## config.mk

```make
export PLATFORM = sky130hd
export DESIGN_NAME = stepper_phase_input_control
export DESIGN_NICKNAME = d
export VERILOG_FILES = /design/src/hw/stepper_pkg.sv /design/src/hw/stepper_oc_blank.sv /design/src/hw/stepper_irq_unit.sv /design/src/hw/stepper_phase_input_control.sv
export SDC_FILE = /design/constraint.sdc
export NUM_CORES = 1
export LEC_CHECK = 0
export ABC_CLOCK_PERIOD_IN_PS = 2150
export BUFFER_PORTS_ARGS = -buffer_cell sky130_fd_sc_hd__buf_4
export CORE_ASPECT_RATIO = 1.5
export CORE_MARGIN = 2
export CORE_UTILIZATION = 45
export CTS_BUF_LIST = sky130_fd_sc_hd__clkbuf_8
export DETAILED_ROUTE_END_ITERATION = 8
export HOLD_SLACK_MARGIN = 0.03
export PLACE_DENSITY = 0.75
export SYNTH_ARGS = -nofsm -noshare
export SYNTH_HDL_FRONTEND = slang
export SYNTH_SLANG_ARGS = --single-unit
```

## constraint.sdc

```tcl
create_clock -name mclk -period 2.15 [get_ports mclk]
set_input_delay 0.215 -clock mclk [delete_from_list [all_inputs] [get_ports mclk]]
set_output_delay 0.215 -clock mclk [all_outputs]
set_load 0.005 [all_outputs]
```

## src/hw/stepper_pkg.sv

```systemverilog
// Shared constants for the stepper phase input control block.
package stepper_pkg;

    // Register byte offsets on the bus.
    localparam int ADDR_W = 8;
    localparam logic [7:0] REG_CTRL = 8'h00;
    localparam logic [7:0] REG_STATUS = 8'h04;
    localparam logic [7:0] REG_IRQ_STATUS = 8'h08;
    localparam logic [7:0] REG_IRQ_MASK = 8'h0c;

    // Control register fields and reset value.
    localparam int CTRL_DRIVE_OFF_BIT = 0;
    localparam logic CTRL_DRIVE_OFF_RESET = 1'h0;

    // Status register fields.
    localparam int ST_DRIVE_LSB = 0;
    localparam int ST_OC_BIT = 4;
    localparam int ST_OH_BIT = 5;
    localparam int ST_ENABLE_BIT = 6;
    localparam int ST_INIT_BIT = 7;
    localparam int ST_RUN_BIT = 8;
    localparam int ST_FAULT_BIT = 9;

    // Interrupt events, one status and one mask bit each.
    localparam int EV_OC = 0;
    localparam int EV_OH = 1;
    localparam int EV_CLASH = 2;
    localparam int EV_INIT = 3;
    localparam int EV_COUNT = 4;
    localparam logic [3:0] IRQ_MASK_RESET = 4'h0;

    // Phase order inside every four-bit phase vector.
    localparam int PH_A = 0;
    localparam int PH_AB = 1;
    localparam int PH_B = 2;
    localparam int PH_BB = 3;
    localparam logic [3:0] INIT_EXCITE = 4'h9;
    localparam logic [3:0] PHASES_OFF = 4'h0;

    // Overcurrent blanking after each PWM cycle start.
    localparam int BLANK_TIME_NS = 5500;
    localparam int MCLK_PERIOD_NS = 25;
    localparam int BLANK_CYCLES = (BLANK_TIME_NS + MCLK_PERIOD_NS - 1) / MCLK_PERIOD_NS;
    localparam int BLANK_CNT_W = 8;
    localparam logic [7:0] BLANK_LIMIT = 8'(BLANK_CYCLES);

    // Drive state, one-hot.
    typedef enum logic [2:0] {
        ST_INIT = 3'h1,
        ST_RUN = 3'h2,
        ST_FAULT = 3'h4
    } drive_state_t;

endpackage

```

## src/hw/stepper_oc_blank.sv

```systemverilog
// Overcurrent blanking window timer restarted at every PWM cycle.
`timescale 1ns/1ps
`default_nettype none
module stepper_oc_blank
    import stepper_pkg::*;
(
    input wire logic mclk,
    input wire logic rst,
    input wire logic run,
    input wire logic cycle_start,
    output logic window_open
);

    logic [7:0] count_reg;

    // Counts from each cycle start; frozen while the internal clock is stopped.
    always_ff @(posedge mclk) begin
        if (rst || (run && cycle_start)) begin
            count_reg <= 8'h00;
        end else if (run && count_reg != BLANK_LIMIT) begin
            count_reg <= count_reg + 8'h01;
        end
    end

    // Detection only counts once the ringing interval is over.
    assign window_open = (count_reg == BLANK_LIMIT);

    a_blank_restart: assert property (@(posedge mclk) disable iff (rst)
        (run && cycle_start) |=> !window_open [*8])
        else $error("overcurrent window opened too early");

endmodule
`default_nettype wire

```

## src/hw/stepper_irq_unit.sv

```systemverilog
// Sticky interrupt status with write-one-to-clear and a mask.
`timescale 1ns/1ps
`default_nettype none
module stepper_irq_unit
    import stepper_pkg::*;
(
    input wire logic mclk,
    input wire logic rst,
    input wire logic [EV_COUNT-1:0] event_hit,
    input wire logic [EV_COUNT-1:0] clear_req,
    input wire logic [EV_COUNT-1:0] mask,
    output logic [EV_COUNT-1:0] status,
    output logic irq
);

    genvar i;
    // A set arriving with a clear wins so no event is lost.
    generate
        for (i = 0; i < EV_COUNT; i++) begin : g_bit
            always_ff @(posedge mclk) begin
                if (rst) begin
                    status[i] <= 1'b0;
                end else if (event_hit[i]) begin
                    status[i] <= 1'b1;
                end else if (clear_req[i]) begin
                    status[i] <= 1'b0;
                end
            end

            a_set_wins: assert property (@(posedge mclk) disable iff (rst)
                (event_hit[i] && clear_req[i]) |=> status[i])
                else $error("interrupt event lost against clear");
        end
    endgenerate

    // Level output, high while any unmasked bit stands.
    assign irq = |(status & mask);

endmodule
`default_nettype wire

```

## src/hw/stepper_phase_input_control.sv

```systemverilog
// Phase input control of a two-phase unipolar stepper driver with bus registers.
//
// Added by the designer: register access over Wishbone and the register offsets.
`timescale 1ns/1ps
`default_nettype none
module stepper_phase_input_control
    import stepper_pkg::*;
(
    input wire logic mclk,
    input wire logic rst,
    input wire logic wb_cyc_i,
    input wire logic wb_stb_i,
    input wire logic wb_we_i,
    input wire logic [7:0] wb_adr_i,
    input wire logic [3:0] wb_sel_i,
    input wire logic [31:0] wb_dat_i,
    output logic [31:0] wb_dat_o,
    output logic wb_ack_o,
    input wire logic system_reset_n_pin,
    input wire logic enable_pin,
    input wire logic phase_a_n_pin,
    input wire logic phase_ab_n_pin,
    input wire logic phase_b_n_pin,
    input wire logic phase_bb_n_pin,
    input wire logic overcurrent_det,
    input wire logic overheat_det,
    input wire logic pwm_cycle_start,
    output logic drive_a,
    output logic drive_ab,
    output logic drive_b,
    output logic drive_bb,
    output logic fault_n_o,
    output logic fault_n_oe,
    output logic irq
);

    logic core_rst;
    logic core_rst_d_reg;
    logic [3:0] phase_req;
    logic [3:0] prev_req_reg;
    logic [3:0] phase_safe;
    logic clash_a;
    logic clash_b;
    logic blank_open;
    logic oc_hit;
    logic oh_hit;
    logic fault_hit;
    logic req_changed;
    drive_state_t state_reg;
    drive_state_t state_next;
    logic [3:0] excite_reg;
    logic [3:0] drive_reg;
    logic oc_latch_reg;
    logic oh_latch_reg;
    logic ctrl_drive_off_reg;
    logic [EV_COUNT-1:0] irq_mask_reg;
    logic [EV_COUNT-1:0] irq_status;
    logic [EV_COUNT-1:0] irq_event;
    logic [EV_COUNT-1:0] irq_clear;
    logic ack_reg;
    logic [31:0] rdata_reg;
    logic bus_req;
    logic wr_fire;
    logic [31:0] rd_mux;

    // Either the power-on reset or a low system reset pin resets the core.
    assign core_rst = rst || !system_reset_n_pin;

    // Inputs are active low; bit order follows the phase index constants.
    assign phase_req[PH_A] = !phase_a_n_pin;
    assign phase_req[PH_AB] = !phase_ab_n_pin;
    assign phase_req[PH_B] = !phase_b_n_pin;
    assign phase_req[PH_BB] = !phase_bb_n_pin;

    // A clashing pair drops both phases rather than guessing which one wins.
    assign clash_a = phase_req[PH_A] && phase_req[PH_AB];
    assign clash_b = phase_req[PH_B] && phase_req[PH_BB];
    assign phase_safe = phase_req & ~{clash_b, clash_b, clash_a, clash_a};

    // Overcurrent only counts outside the blanking interval.
    stepper_oc_blank u_blank (
        .mclk(mclk),
        .rst(core_rst),
        .run(enable_pin),
        .cycle_start(pwm_cycle_start),
        .window_open(blank_open)
    );

    // Detectors are looked at only while the internal clock runs.
    assign oc_hit = enable_pin && overcurrent_det && blank_open;
    assign oh_hit = enable_pin && overheat_det;
    assign fault_hit = oc_hit || oh_hit;
    assign req_changed = (phase_req != prev_req_reg);

    // Previous request, used to see the first phase change after reset.
    always_ff @(posedge mclk) begin
        if (core_rst) begin
            prev_req_reg <= phase_req;
        end else if (enable_pin) begin
            prev_req_reg <= phase_req;
        end
    end

    // Next drive state; a fault always takes priority over a phase change.
    always_comb begin
        state_next = state_reg;
        unique case (state_reg)
            ST_INIT: begin
                if (fault_hit) begin
                    state_next = ST_FAULT;
                end else if (enable_pin && req_changed) begin
                    state_next = ST_RUN;
                end
            end
            ST_RUN: begin
                if (fault_hit) begin
                    state_next = ST_FAULT;
                end
            end
            ST_FAULT: begin
                state_next = ST_FAULT;
            end
            default: begin
                state_next = ST_FAULT;
            end
        endcase
    end

    // State register; holds while enable is low, as the clock would be stopped.
    always_ff @(posedge mclk) begin
        if (core_rst) begin
            state_reg <= ST_INIT;
        end else if (enable_pin) begin
            state_reg <= state_next;
        end
    end

    // Excitation pattern; the reset value is the starting A plus BB pattern.
    always_ff @(posedge mclk) begin
        if (core_rst) begin
            excite_reg <= INIT_EXCITE;
        end else if (enable_pin && state_next == ST_RUN) begin
            excite_reg <= phase_safe;
        end
    end

    // Fault latches; cleared only by power-on or system reset.
    always_ff @(posedge mclk) begin
        if (core_rst) begin
            oc_latch_reg <= 1'b0;
            oh_latch_reg <= 1'b0;
        end else begin
            if (oc_hit) begin
                oc_latch_reg <= 1'b1;
            end
            if (oh_hit) begin
                oh_latch_reg <= 1'b1;
            end
        end
    end

    // Output stage; a fresh fault cuts drive in the same edge that latches it.
    always_ff @(posedge mclk) begin
        if (core_rst) begin
            drive_reg <= PHASES_OFF;
        end else if (!enable_pin || ctrl_drive_off_reg) begin
            drive_reg <= PHASES_OFF;
        end else if (fault_hit || state_reg == ST_FAULT) begin
            drive_reg <= PHASES_OFF;
        end else begin
            drive_reg <= excite_reg;
        end
    end

    assign drive_a = drive_reg[PH_A];
    assign drive_ab = drive_reg[PH_AB];
    assign drive_b = drive_reg[PH_B];
    assign drive_bb = drive_reg[PH_BB];

    // Open-drain fault pin: only ever pulled low, enabled while a latch stands.
    assign fault_n_o = 1'b0;
    assign fault_n_oe = oc_latch_reg || oh_latch_reg;

    // Delayed core reset, used to mark the release of reset as an event.
    always_ff @(posedge mclk) begin
        if (rst) begin
            core_rst_d_reg <= 1'b1;
        end else begin
            core_rst_d_reg <= core_rst;
        end
    end

    // Wishbone classic slave: ack one cycle after the request, dropped after.
    // Writes land at the ack edge, so a master that gives up before ack changes nothing.
    assign bus_req = wb_cyc_i && wb_stb_i;
    assign wr_fire = bus_req && wb_we_i && ack_reg;

    always_ff @(posedge mclk) begin
        if (rst) begin
            ack_reg <= 1'b0;
        end else begin
            ack_reg <= bus_req && !ack_reg;
        end
    end

    // Register writes; only byte lane 0 holds writable bits.
    always_ff @(posedge mclk) begin
        if (rst) begin
            ctrl_drive_off_reg <= CTRL_DRIVE_OFF_RESET;
            irq_mask_reg <= IRQ_MASK_RESET;
        end else if (wr_fire && wb_sel_i[0]) begin
            if (wb_adr_i == REG_CTRL) begin
                ctrl_drive_off_reg <= wb_dat_i[CTRL_DRIVE_OFF_BIT];
            end
            if (wb_adr_i == REG_IRQ_MASK) begin
                irq_mask_reg <= wb_dat_i[EV_COUNT-1:0];
            end
        end
    end

    // Read mux; unmapped addresses read as zero and still acknowledge.
    always_comb begin
        rd_mux = 32'h0000_0000;
        unique case (wb_adr_i)
            REG_CTRL: begin
                rd_mux[CTRL_DRIVE_OFF_BIT] = ctrl_drive_off_reg;
            end
            REG_STATUS: begin
                rd_mux[ST_DRIVE_LSB +: 4] = drive_reg;
                rd_mux[ST_OC_BIT] = oc_latch_reg;
                rd_mux[ST_OH_BIT] = oh_latch_reg;
                rd_mux[ST_ENABLE_BIT] = enable_pin;
                rd_mux[ST_INIT_BIT] = (state_reg == ST_INIT);
                rd_mux[ST_RUN_BIT] = (state_reg == ST_RUN);
                rd_mux[ST_FAULT_BIT] = (state_reg == ST_FAULT);
            end
            REG_IRQ_STATUS: begin
                rd_mux[EV_COUNT-1:0] = irq_status;
            end
            REG_IRQ_MASK: begin
                rd_mux[EV_COUNT-1:0] = irq_mask_reg;
            end
            default: begin
                rd_mux = 32'h0000_0000;
            end
        endcase
    end

    // Read data is captured with the request so it stands with ack.
    always_ff @(posedge mclk) begin
        if (rst) begin
            rdata_reg <= 32'h0000_0000;
        end else if (bus_req && !ack_reg) begin
            rdata_reg <= rd_mux;
        end
    end

    assign wb_ack_o = ack_reg;
    assign wb_dat_o = rdata_reg;

    // Interrupt events: new latches, a refused phase pair, reset release.
    assign irq_event[EV_OC] = oc_hit && !oc_latch_reg && !core_rst;
    assign irq_event[EV_OH] = oh_hit && !oh_latch_reg && !core_rst;
    assign irq_event[EV_CLASH] = enable_pin && !core_rst && (clash_a || clash_b);
    assign irq_event[EV_INIT] = core_rst_d_reg && !core_rst;
    assign irq_clear = (wr_fire && wb_sel_i[0] && wb_adr_i == REG_IRQ_STATUS)
        ? wb_dat_i[EV_COUNT-1:0] : 4'h0;

    stepper_irq_unit u_irq (
        .mclk(mclk),
        .rst(rst),
        .event_hit(irq_event),
        .clear_req(irq_clear),
        .mask(irq_mask_reg),
        .status(irq_status),
        .irq(irq)
    );

    // Checks on the drive outputs and fault path.
    a_pair_exclusive: assert property (@(posedge mclk) disable iff (rst)
        !(drive_a && drive_ab) && !(drive_b && drive_bb))
        else $error("complementary phases energised together");

    a_phase_mapping: assert property (@(posedge mclk) disable iff (core_rst)
        ($past(state_reg == ST_RUN) && $past(enable_pin) && $past(enable_pin, 2)
            && drive_a) |-> $past(!phase_a_n_pin, 2))
        else $error("phase A driven without its low input");

    a_active_low: assert property (@(posedge mclk) disable iff (core_rst)
        ($past(state_reg == ST_RUN) && $past(enable_pin) && $past(enable_pin, 2)
            && $past(phase_bb_n_pin, 2)) |-> !drive_bb)
        else $error("phase BB driven with its input high");

    a_reset_holds: assert property (@(posedge mclk)
        core_rst |=> (drive_reg == PHASES_OFF) && !fault_n_oe && state_reg == ST_INIT)
        else $error("core not held in reset");

    a_init_state: assert property (@(posedge mclk) disable iff (rst)
        ($fell(core_rst) && enable_pin && !ctrl_drive_off_reg && !fault_hit)
            |=> drive_a && drive_bb && !drive_ab && !drive_b)
        else $error("initial A plus BB excitation missing");

    a_enable_off: assert property (@(posedge mclk) disable iff (rst)
        !enable_pin |=> (drive_reg == PHASES_OFF))
        else $error("outputs not off while enable is low");

    a_fault_pin: assert property (@(posedge mclk) disable iff (core_rst)
        fault_hit |=> fault_n_oe && !fault_n_o)
        else $error("fault pin not pulled low on detection");

    a_fault_latched: assert property (@(posedge mclk) disable iff (core_rst)
        fault_n_oe |-> (drive_reg == PHASES_OFF) ##1 fault_n_oe)
        else $error("fault latch released or outputs driven");

    a_frozen_state: assert property (@(posedge mclk) disable iff (core_rst)
        !enable_pin |=> $stable(state_reg) && $stable(excite_reg)
            && $stable(oc_latch_reg) && $stable(oh_latch_reg))
        else $error("internal state moved while enable is low");

    a_fault_release: assert property (@(posedge mclk)
        (fault_n_oe && !core_rst) |=> fault_n_oe || $past(core_rst))
        else $error("fault pin released without reset");

    // Bus answer and blanking gate checks.
    a_ack_pulse: assert property (@(posedge mclk) disable iff (rst)
        wb_ack_o |=> !wb_ack_o)
        else $error("bus ack held for more than one cycle");

    a_blank_gate: assert property (@(posedge mclk) disable iff (core_rst)
        (enable_pin && overcurrent_det && !blank_open && !oc_latch_reg) |=> !oc_latch_reg)
        else $error("overcurrent latched inside the blanking time");

endmodule
`default_nettype wire

```

# Yosys cells after proc, flatten, opt, wreduce, memory -nomap -nowiden
# Index checks and enable logic that the tools add are counted.
[word_totals] word_cells=97 ff_bits=46
[classes] n_reduce_logical=49 muxes=18 n_addsub=1 n_eq_ne=10 n_bitwise=3
[ops] cell="1-bit logical AND" count=22
[ops] cell="8-bit by 4-bit equality test with 1-bit output (second input constant)" count=2
[ops] cell="4-bit two-way mux" count=3
[ops] cell="1-bit zero test" count=10
[ops] cell="2-bit nonzero test" count=5
[ops] cell="3-bit two-way mux" count=3
[ops] cell="3-bit one-hot mux with 3 select lines" count=1
[ops] cell="8-bit by 1-bit adder with 8-bit output (second input constant)" count=1
[ops] cell="4-bit AND" count=2
[ops] cell="8-bit by 3-bit equality test with 1-bit output (second input constant)" count=1
[ops] cell="8-bit equality test (second input constant)" count=1
[ops] cell="8-bit zero test" count=1
[ops] cell="1-bit two-way mux" count=8
[ops] cell="8-bit inequality test (second input constant)" count=1
[ops] cell="1-bit logical OR" count=7
[ops] cell="3-bit by 2-bit equality test with 1-bit output (second input constant)" count=2
[ops] cell="6-bit two-way mux" count=1
[ops] cell="3-bit one-hot mux with 2 select lines" count=1
[ops] cell="4-bit inequality test" count=1
[ops] cell="4-bit NOT" count=1
[ops] cell="1-bit one-hot mux with 4 select lines" count=1
[ops] cell="2-bit AND reduction" count=2
[ops] cell="4-bit OR reduction" count=1
[ops] cell="3-bit by 1-bit equality test with 1-bit output (second input constant)" count=1
[ops] cell="2 further kinds" count=2

# Depth between registers and ports, before layout
# Gate-level depths: netlist of run 1.
[logic_depth] word_depth=8 mapped_depth=7 mapped_depth_nobuf=7

# Hierarchy
# Synthesis of run 1 repeated with hierarchy kept, for this count alone.
[hier_totals] cells_unflattened=261 hier_area_um2=2302.2
[modules_own_cells] mod="stepper_phase_input_control" cells_each=193 seq_area_each_um2=720.7 area_per_inst_um2=1722.9 instances=1
[modules_own_cells] mod="stepper_oc_blank" cells_each=49 seq_area_each_um2=160.2 area_per_inst_um2=420.4 instances=1
[modules_own_cells] mod="stepper_irq_unit" cells_each=19 seq_area_each_um2=80.1 area_per_inst_um2=158.9 instances=1

# Worst setup path after synthesis of run 1
# OpenSTA, ideal clock, no wires.
[synth_timing] path_type="flip-flop to flip-flop" start="register u_blank.count_reg[0]" end="register excite_reg[0]" path_stages_with_launch=8 arrival_time_ns=1.535 path_slack_ns=0.543 setup_ns=0.072 period_less_slack_ns=1.607 cell_sequence="dfxtp_1 -> inv_1 -> ha_1 -> and4b_1 -> a21oi_2 -> nand4_1 -> nand2_2 -> mux2i_1"
[synth_between] elab_chain_len=7 word_cells_on_any_way=8
[synth_lines] element="start: declaration" line="stepper_oc_blank.sv:14" rtl="logic [7:0] count_reg;"
[synth_lines] element="start signal: assignment" line="stepper_oc_blank.sv:21" rtl="count_reg <= count_reg + 8'h01;"
[synth_lines] element="8-bit equality test (*)" line="stepper_oc_blank.sv:26" rtl="assign window_open = (count_reg == BLANK_LIMIT);"
[synth_lines] element="1-bit logical AND (*)" line="stepper_phase_input_control.sv:90" rtl="assign oc_hit = enable_pin && overcurrent_det && blank_open;"
[synth_lines] element="1-bit logical OR (*)" line="stepper_phase_input_control.sv:92" rtl="assign fault_hit = oc_hit || oh_hit;"
[synth_lines] element="3-bit two-way mux (on tied branches)" line="stepper_phase_input_control.sv:116, stepper_phase_input_control.sv:109"
[synth_lines] element="3-bit one-hot mux with 2 select lines (*)" line="stepper_phase_input_control.sv:107" rtl="unique case (state_reg)"
[synth_lines] element="3-bit by 2-bit equality test with 1-bit output (*)" line="stepper_phase_input_control.sv:142" rtl="end else if (enable_pin && state_next == ST_RUN) begin"
[synth_lines] element="1-bit logical AND (*)" line="stepper_phase_input_control.sv:142"
[synth_lines] element="end signal: assignment" line="stepper_phase_input_control.sv:143" rtl="excite_reg <= phase_safe;"
[synth_lines] element="end: declaration" line="stepper_phase_input_control.sv:51" rtl="logic [3:0] excite_reg;"
# Mark *: on every way between the ends. The rest lies on a longest branch, timed or not.
# A chain may end at the register's enable or synchronous reset.

# Final worst setup path of run 1
[layout_timing] start="register u_blank.count_reg[0]" end="register excite_reg[1]"
# Same word-level chain as after synthesis.

==> results of run 1 <==
==> final cells by class <==
type,count,area share (%)
clock buffer,5,2.58
clock inverter,3,2.58
inverter,11,1.55
multi-input combinational,175,41.4
sequential,46,36.1
tap,66,3.10
timing repair buffer,45,12.7
==> cell usage after synthesis, types with 4 or more instances <==
master                     number
sky130_fd_sc_hd__inv_1         10
sky130_fd_sc_hd__nor3_1         4
sky130_fd_sc_hd__mux2i_1        5
sky130_fd_sc_hd__dfxtp_1       42
sky130_fd_sc_hd__o21ai_0        6
sky130_fd_sc_hd__a21oi_1       12
sky130_fd_sc_hd__edfxtp_1       4
sky130_fd_sc_hd__buf_2          5
sky130_fd_sc_hd__xor2_1         8
sky130_fd_sc_hd__nand3_1        6
sky130_fd_sc_hd__buf_4         23
sky130_fd_sc_hd__nand4_1        5
sky130_fd_sc_hd__nand2_1       19
sky130_fd_sc_hd__nor2_1        29
sky130_fd_sc_hd__and2_1         4
sky130_fd_sc_hd__a22oi_1       12
==> cell families (layout without fill, tap and decap cells) <==
logic type,Yosys count,in the layout
xor+xnor,11,11
compound gates,43,43
mux,9,9
simple gates,87,87
flops,46,46
buf+inv,42,64
fa+ha+maj,2,2
other cells,1,23
==> metal layers <==
metal	up-vias	part of all wire [%]	track usage [%]
met5	-	0	0
met4	0	2.7	7.45
met3	10	5.5	3.44
met2	64	56	30.8
met1	829	36	19.5
li1	879	-	-
==> metrics by stage <==
step                      instance area [um2]  power, mW  hold WS [ns]  std cells  setup WS [ns]
after floorplan                          2310       1.03         0.325        263          0.543
final                                    2660       1.81         0.103        351          0.346
after CTS                                2660       1.83        0.0988        351          0.327
after global placement                   2530       1.07         0.421        343          0.366
after detailed placement                 2530       1.07         0.432        343          0.370
after global routing                     2660       1.88         0.101        351          0.163
==> worst paths after layout <==
check	endpoint	depth (start not counted)
setup / recovery	excite_reg[1]	7
hold / removal	u_irq.status[3]	2
setup reg to reg	excite_reg[1]	7
hold reg to reg	drive_reg[3]	1
==> power breakdown <==
group | switching [mW] | internal, mW
clock network | 0.298 | 0.465
registers | 0.0121 | 0.882
logic | 0.0854 | 0.0684
total | 0.396 | 1.42
==> metrics.log, run 1 <==
INFO  metric worst_path_dominant_cell_family = simple AND/OR/NAND/NOR gates
INFO  metric worst_clock_skew = 0.00942 ns
INFO  metric min_period = 1.80 ns
INFO  metric cellLeakagePower = 1.10 nW
INFO  metric outcome = finished clean
INFO  metric post_cts_hold_buffer_count = 0
INFO  metric cts_tree = yes
INFO  metric min-delay-path-class = input port to flop
INFO  metric power.density = 680 nW/um2
INFO  metric max_clock_freq = 554 MHz
INFO  metric post_synth_mux_area_share = 4.76%
INFO  metric critical_path.slowest_cell = sky130_fd_sc_hd__dfxtp_1
INFO  metric crit_buf_inv = 1
INFO  metric htree_levels = 2
INFO  metric yosys.area_share.adder = 1.12%
INFO  metric largest_register_ffs = 10
INFO  metric die_h = 90.3 um
INFO  metric setup_violating_endpoint_count_in_the_final_report = 0
INFO  metric synth_warnings = 0
INFO  metric slew_violations = 0
INFO  metric io_pins = 98
INFO  metric number_of_enable_type_register_cells_in_the_synthesized_netlist = 4
INFO  metric finalHoldViolCount = 0
INFO  metric number_of_synthesized_register_bits = 46
INFO  metric netlist-cell-type-count = 46
INFO  metric cts_inserted_buffers = 5
INFO  metric compound_cell_area_share_of_the_yosys_netlist = 13.7%
INFO  metric arrival_time_of_data_at_the_critical_path_endpoint = 2.04 ns
INFO  metric worstPathRequired = 2.38 ns
INFO  metric synth.top_cell.area_share = 37.7%
INFO  metric die_w = 61.5 um
INFO  metric detail_route.vias_per_cell = 5.08
INFO  metric portBuffers = 43
INFO  metric maximum_cell_stage_delay_along_the_critical_path = 0.42 ns
INFO  metric syn-instance-count = 241
INFO  metric clock_tree.root_cell = sky130_fd_sc_hd__clkbuf_8
INFO  metric detail_route.wirelength = 4530 um
INFO  metric routed_wire_length_per_instance = 12.9 um
INFO  metric most_frequent_cells_in_the_layout = sky130_fd_sc_hd__buf_4, sky130_fd_sc_hd__dfxtp_1, sky130_fd_sc_hd__nor2_1
INFO  metric layout.nets = 344
INFO  metric critical_hold_path_startpoint = wb_dat_i[3]
INFO  metric startpoint_type = flop
INFO  metric post_route_cells_drive_above_1_share = 22.8%
INFO  metric reg2reg_setup_slack = 0.35 ns
INFO  metric crit_path_end_kind = flop
INFO  metric ir_worst_vdd = 0.742 mV
INFO  metric clock_tree.buffer_depth = 2
INFO  metric syn_area_per_cell = 9.26 um2
INFO  metric critical_path.startpoint = u_blank.count_reg[0]
INFO  metric antenna_violations_before_repair = 0
INFO  metric global_route.usage.total = 17.6%
INFO  metric cts.clk_slew.worst_paths = 0.09 ns
INFO  metric worst_r2r_startpoint = u_blank.count_reg[0]
INFO  metric min_period_over_period = 83.9%
INFO  metric yosysSeqAreaShare = 43.0%
INFO  metric dominantRegCellSynth = sky130_fd_sc_hd__dfxtp_1
INFO  metric rsz0062_at_grt = false
INFO  metric initialDrtViolationCount = 72
INFO  metric netlist.top_cell.by_area = sky130_fd_sc_hd__dfxtp_1
INFO  metric finish.utilization = 55.4%
INFO  metric synth_xor_xnor_area_share = 4.32%
INFO  metric post_cts_setup_buffer_count = 0
INFO  metric wire_length_of_the_first_global_routing_pass = 7570 um
INFO  metric vias_post_dr = 1782
INFO  metric combinational_family_with_the_most_area_after_synthesis = simple AND/OR/NAND/NOR gates
INFO  metric cts_resized = 0
INFO  metric die-area = 5550 um2
INFO  metric globalRouteOverflowTotal = 0
INFO  metric std_cell_rows = 31
INFO  metric detail-route-antenna-nets = 0
INFO  metric totalNegativeSetupSlack = 0 ns
INFO  metric clock-sinks = 46
INFO  metric nFillCells = 470
INFO  metric placeableCoreArea = 4810 um2
INFO  metric post_synth_and_or_nand_nor_area_fraction = 21.7%
INFO  metric first_global_vias = 1701
INFO  metric antenna_cells_inserted = 0
INFO  metric synth_top_cells_by_area = sky130_fd_sc_hd__dfxtp_1, sky130_fd_sc_hd__buf_4, sky130_fd_sc_hd__edfxtp_1, sky130_fd_sc_hd__nor2_1, sky130_fd_sc_hd__a22oi_1
INFO  metric dpl.hpwl = 3510 um
INFO  metric worst-path-max-fanout = 5
INFO  metric maxCapViolations = 0
INFO  metric worst_skew_pair.late_latency = 0.30 ns
INFO  metric drtPass1Iterations = 4
INFO  metric gp_congestion = 0.903
INFO  metric multiInputGateArea = 1100 um2
INFO  metric flow.area_growth_from_synthesis = 19.3%
INFO  metric drt_drc_violations_left = 0
INFO  metric final_common_cell = sky130_fd_sc_hd__buf_4
INFO  metric grt_max_degree = 22
INFO  metric ff_latch_area = 961 um2
INFO  metric async_flop_share = 0%
INFO  metric crit_path_cell_trace = inv_1 > ha_1 > and4b_1 > a21oi_2 > nand4_1 > nand2_2 > mux2i_1
INFO  metric synthesis.area = 2230 um2
INFO  metric floorplan.initialDensity = 46.4%
INFO  metric criticalPathCategory = flop to flop
(Power assumes the default switching activity.)
==> run 2, diff against run 1 <==
ABC_CLOCK_PERIOD_IN_PS = 1500   (was 2150)
CORE_UTILIZATION = 44   (was 45)
PLACE_DENSITY = 0.76   (was 0.75)
clock period = 1.5 ns   (was 2.15 ns; I/O delays follow)
==> metrics.log, run 2 (synthesized netlist as in run 1, its figures left out) <==
INFO  metric antenna_violations_before_repair = 0
INFO  metric worst_skew_pair.late_latency = 0.30 ns
INFO  metric htree_levels = 2
INFO  metric cellLeakagePower = 1.16 nW
INFO  metric vias_post_dr = 1822
INFO  metric post_route_cells_drive_above_1_share = 29.5%
INFO  metric global_route.peak_usage_layer = met2
INFO  metric cts.clk_slew.worst_paths = 0.08 ns
INFO  metric maxCapViolations = 0
INFO  metric ir_worst_vdd = 0.542 mV
INFO  metric ff2ff_path_depth = 7
INFO  metric die_h = 91.2 um
INFO  metric std_cell_rows = 31
INFO  metric nFillCells = 456
INFO  metric most_frequent_cells_in_the_layout = sky130_fd_sc_hd__buf_4, sky130_fd_sc_hd__dfxtp_1, sky130_fd_sc_hd__nor2_1
INFO  metric detail_route.vias_per_cell = 5.01
INFO  metric clock_tree.buffer_depth = 2
INFO  metric max_clock_freq = 636 MHz
INFO  metric detail_route.wirelength = 4670 um
INFO  metric post_cts_hold_buffer_count = 0
INFO  metric violated_checks = setup timing
INFO  metric min_period = 1.57 ns
INFO  metric rsz0062_at_grt = true
INFO  metric power.density = 829 nW/um2
INFO  metric drtPass1Iterations = 4
INFO  metric largest_register_ffs = 10
INFO  metric finalHoldViolCount = 0
INFO  metric arrival_time_of_data_at_the_critical_path_endpoint = 1.80 ns
INFO  metric globalRouteOverflowTotal = 0
INFO  metric clock-sinks = 46
INFO  metric criticalPathCategory = flop to flop
INFO  metric io_pins = 98
INFO  metric antenna_cells_inserted = 0
INFO  metric gp_congestion = 0.880
INFO  metric critical_hold_path_startpoint = wb_dat_i[3]
INFO  metric cts_tree = yes
INFO  metric final_common_cell = sky130_fd_sc_hd__buf_4
INFO  metric detail-route-antenna-nets = 0
INFO  metric die_w = 62.2 um
INFO  metric wire_length_of_the_first_global_routing_pass = 8010 um
INFO  metric portBuffers = 43
INFO  metric die-area = 5670 um2
INFO  metric cts_inserted_buffers = 5
INFO  metric reg2reg_setup_slack = -0.07 ns
INFO  metric worst_hold_path.endpoint = u_irq.status[3]
INFO  metric global_routing_usage_on_met3 = 4.96%
INFO  metric flow.area_growth_from_synthesis = 23.9%
INFO  metric routed_wire_length_per_instance = 12.8 um
INFO  metric min-delay-path-class = input port to flop
INFO  metric first_global_vias = 1879
INFO  metric dpl-instance-area = 2620 um2
INFO  metric global_route.usage.met2 = 33.8%
INFO  metric finish.instance_area = 2770 um2
INFO  metric min_period_over_period = 105%
INFO  metric finish.utilization = 57.0%
INFO  metric placeableCoreArea = 4850 um2
INFO  metric floorplan.initialDensity = 46.0%
INFO  metric timing.final.ws_setup = -0.0717 ns
INFO  metric finalPower = 2.29 mW
INFO  metric dpl.hpwl = 3620 um
INFO  metric initialDrtViolationCount = 96
INFO  metric slew_violations = 0
INFO  metric crit_path_end_kind = flop
INFO  metric multiInputGateArea = 1150 um2
INFO  metric grt_max_degree = 21
INFO  metric worst_r2r_endpoint = excite_reg[1]
INFO  metric outcome = finished, violations left
INFO  metric setup_violating_endpoint_count_in_the_final_report = 10
INFO  metric worst_clock_skew = 0.00360 ns
INFO  metric worst_r2r_startpoint = u_blank.count_reg[1]
INFO  metric startpoint_type = flop
INFO  metric worst_hold_path.num_cells = 2
INFO  metric worstPathRequired = 1.72 ns
INFO  metric clock_tree.root_cell = sky130_fd_sc_hd__clkbuf_8
INFO  metric layout.nets = 357
INFO  metric global_route.usage.total = 17.5%
INFO  metric worst-path-max-fanout = 5
INFO  metric globalRouteMet1Util = 16.7%
INFO  metric drt_drc_violations_left = 0
INFO  metric ff_latch_area = 963 um2
run 2: changes by cell type in the layout (fill, tap and decap cells not counted), moves of 2 or more:
cell / change
sky130_fd_sc_hd__inv_2: +2
sky130_fd_sc_hd__buf_4: +12
sky130_fd_sc_hd__bufinv_16: -2
sky130_fd_sc_hd__dfxtp_2: +2
sky130_fd_sc_hd__dfxtp_1: -2
run 2: critical path, cell delays in order, from the launching register on:
cell	delay (ns)
sky130_fd_sc_hd__dfxtp_2	0.34
sky130_fd_sc_hd__inv_2	0.05
sky130_fd_sc_hd__ha_4	0.14
sky130_fd_sc_hd__and4b_2	0.30
sky130_fd_sc_hd__a21oi_4	0.17
sky130_fd_sc_hd__nand4_1	0.15
sky130_fd_sc_hd__nand2_2	0.16
sky130_fd_sc_hd__mux2i_1	0.20
run 2: how the worst max path moves through the flow:
| stage | depth (start not counted) | slack (ns) | to | start |
|---|---|---|---|---|
| after CTS | 7 | -0.11 | excite_reg[1] | u_blank.count_reg[0] |
| final | 7 | -0.07 | excite_reg[1] | u_blank.count_reg[1] |
| after floorplan | 7 | -0.007 | excite_reg[0] | u_blank.count_reg[0] |
| after detailed placement | 7 | -0.13 | excite_reg[1] | u_blank.count_reg[1] |
| after global routing | 7 | -0.18 | excite_reg[1] | u_blank.count_reg[1] |
| after global placement | 7 | -0.09 | excite_reg[2] | u_blank.count_reg[1] |
run 2: final cells by class:
type / count / area share, %
multi-input cells: 175 / 41.5
flip-flops and latches: 46 / 34.8
repair buffers: 58 / 15.9
clock buffers: 6 / 2.99
well taps: 66 / 2.99
inverters: 11 / 1.49
clock inverters: 2 / 0.317
run 2: timing repair:
action                                  4_1_cts  5_1_grt
pin swaps                                     6        5
endpoints found under the setup margin       11       17
gates resized for setup                       0        7
setup buffers                                 1        1
run 2: layer usage:
| layer | vias to the layer above | share of wire (%) |
|---|---|---|
| met5 | - | 0 |
| met4 | 0 | 2.6 |
| met3 | 11 | 5.7 |
| met2 | 61 | 55 |
| met1 | 848 | 36 |
| li1 | 902 | - |
run 2: through the flow:
step	setup TNS (ns)	std cells	hold slack [ns]	setup WS, ns
3_3_place_gp	-0.407	354	0.357	-0.0860
4_1_cts	-0.687	363	0.0404	-0.110
5_1_grt	-1.51	364	0.0426	-0.177
3_5_place_dp	-0.608	354	0.363	-0.134
2_1_floorplan	-0.0273	263	0.260	-0.00682
6_report	-0.481	364	0.0482	-0.0717
run 2: where the power goes:
part           internal (mW)  switching [mW]
Sequential              1.26          0.0166
Combinational          0.117           0.132
Clock                  0.365           0.397
Total                   1.75           0.545
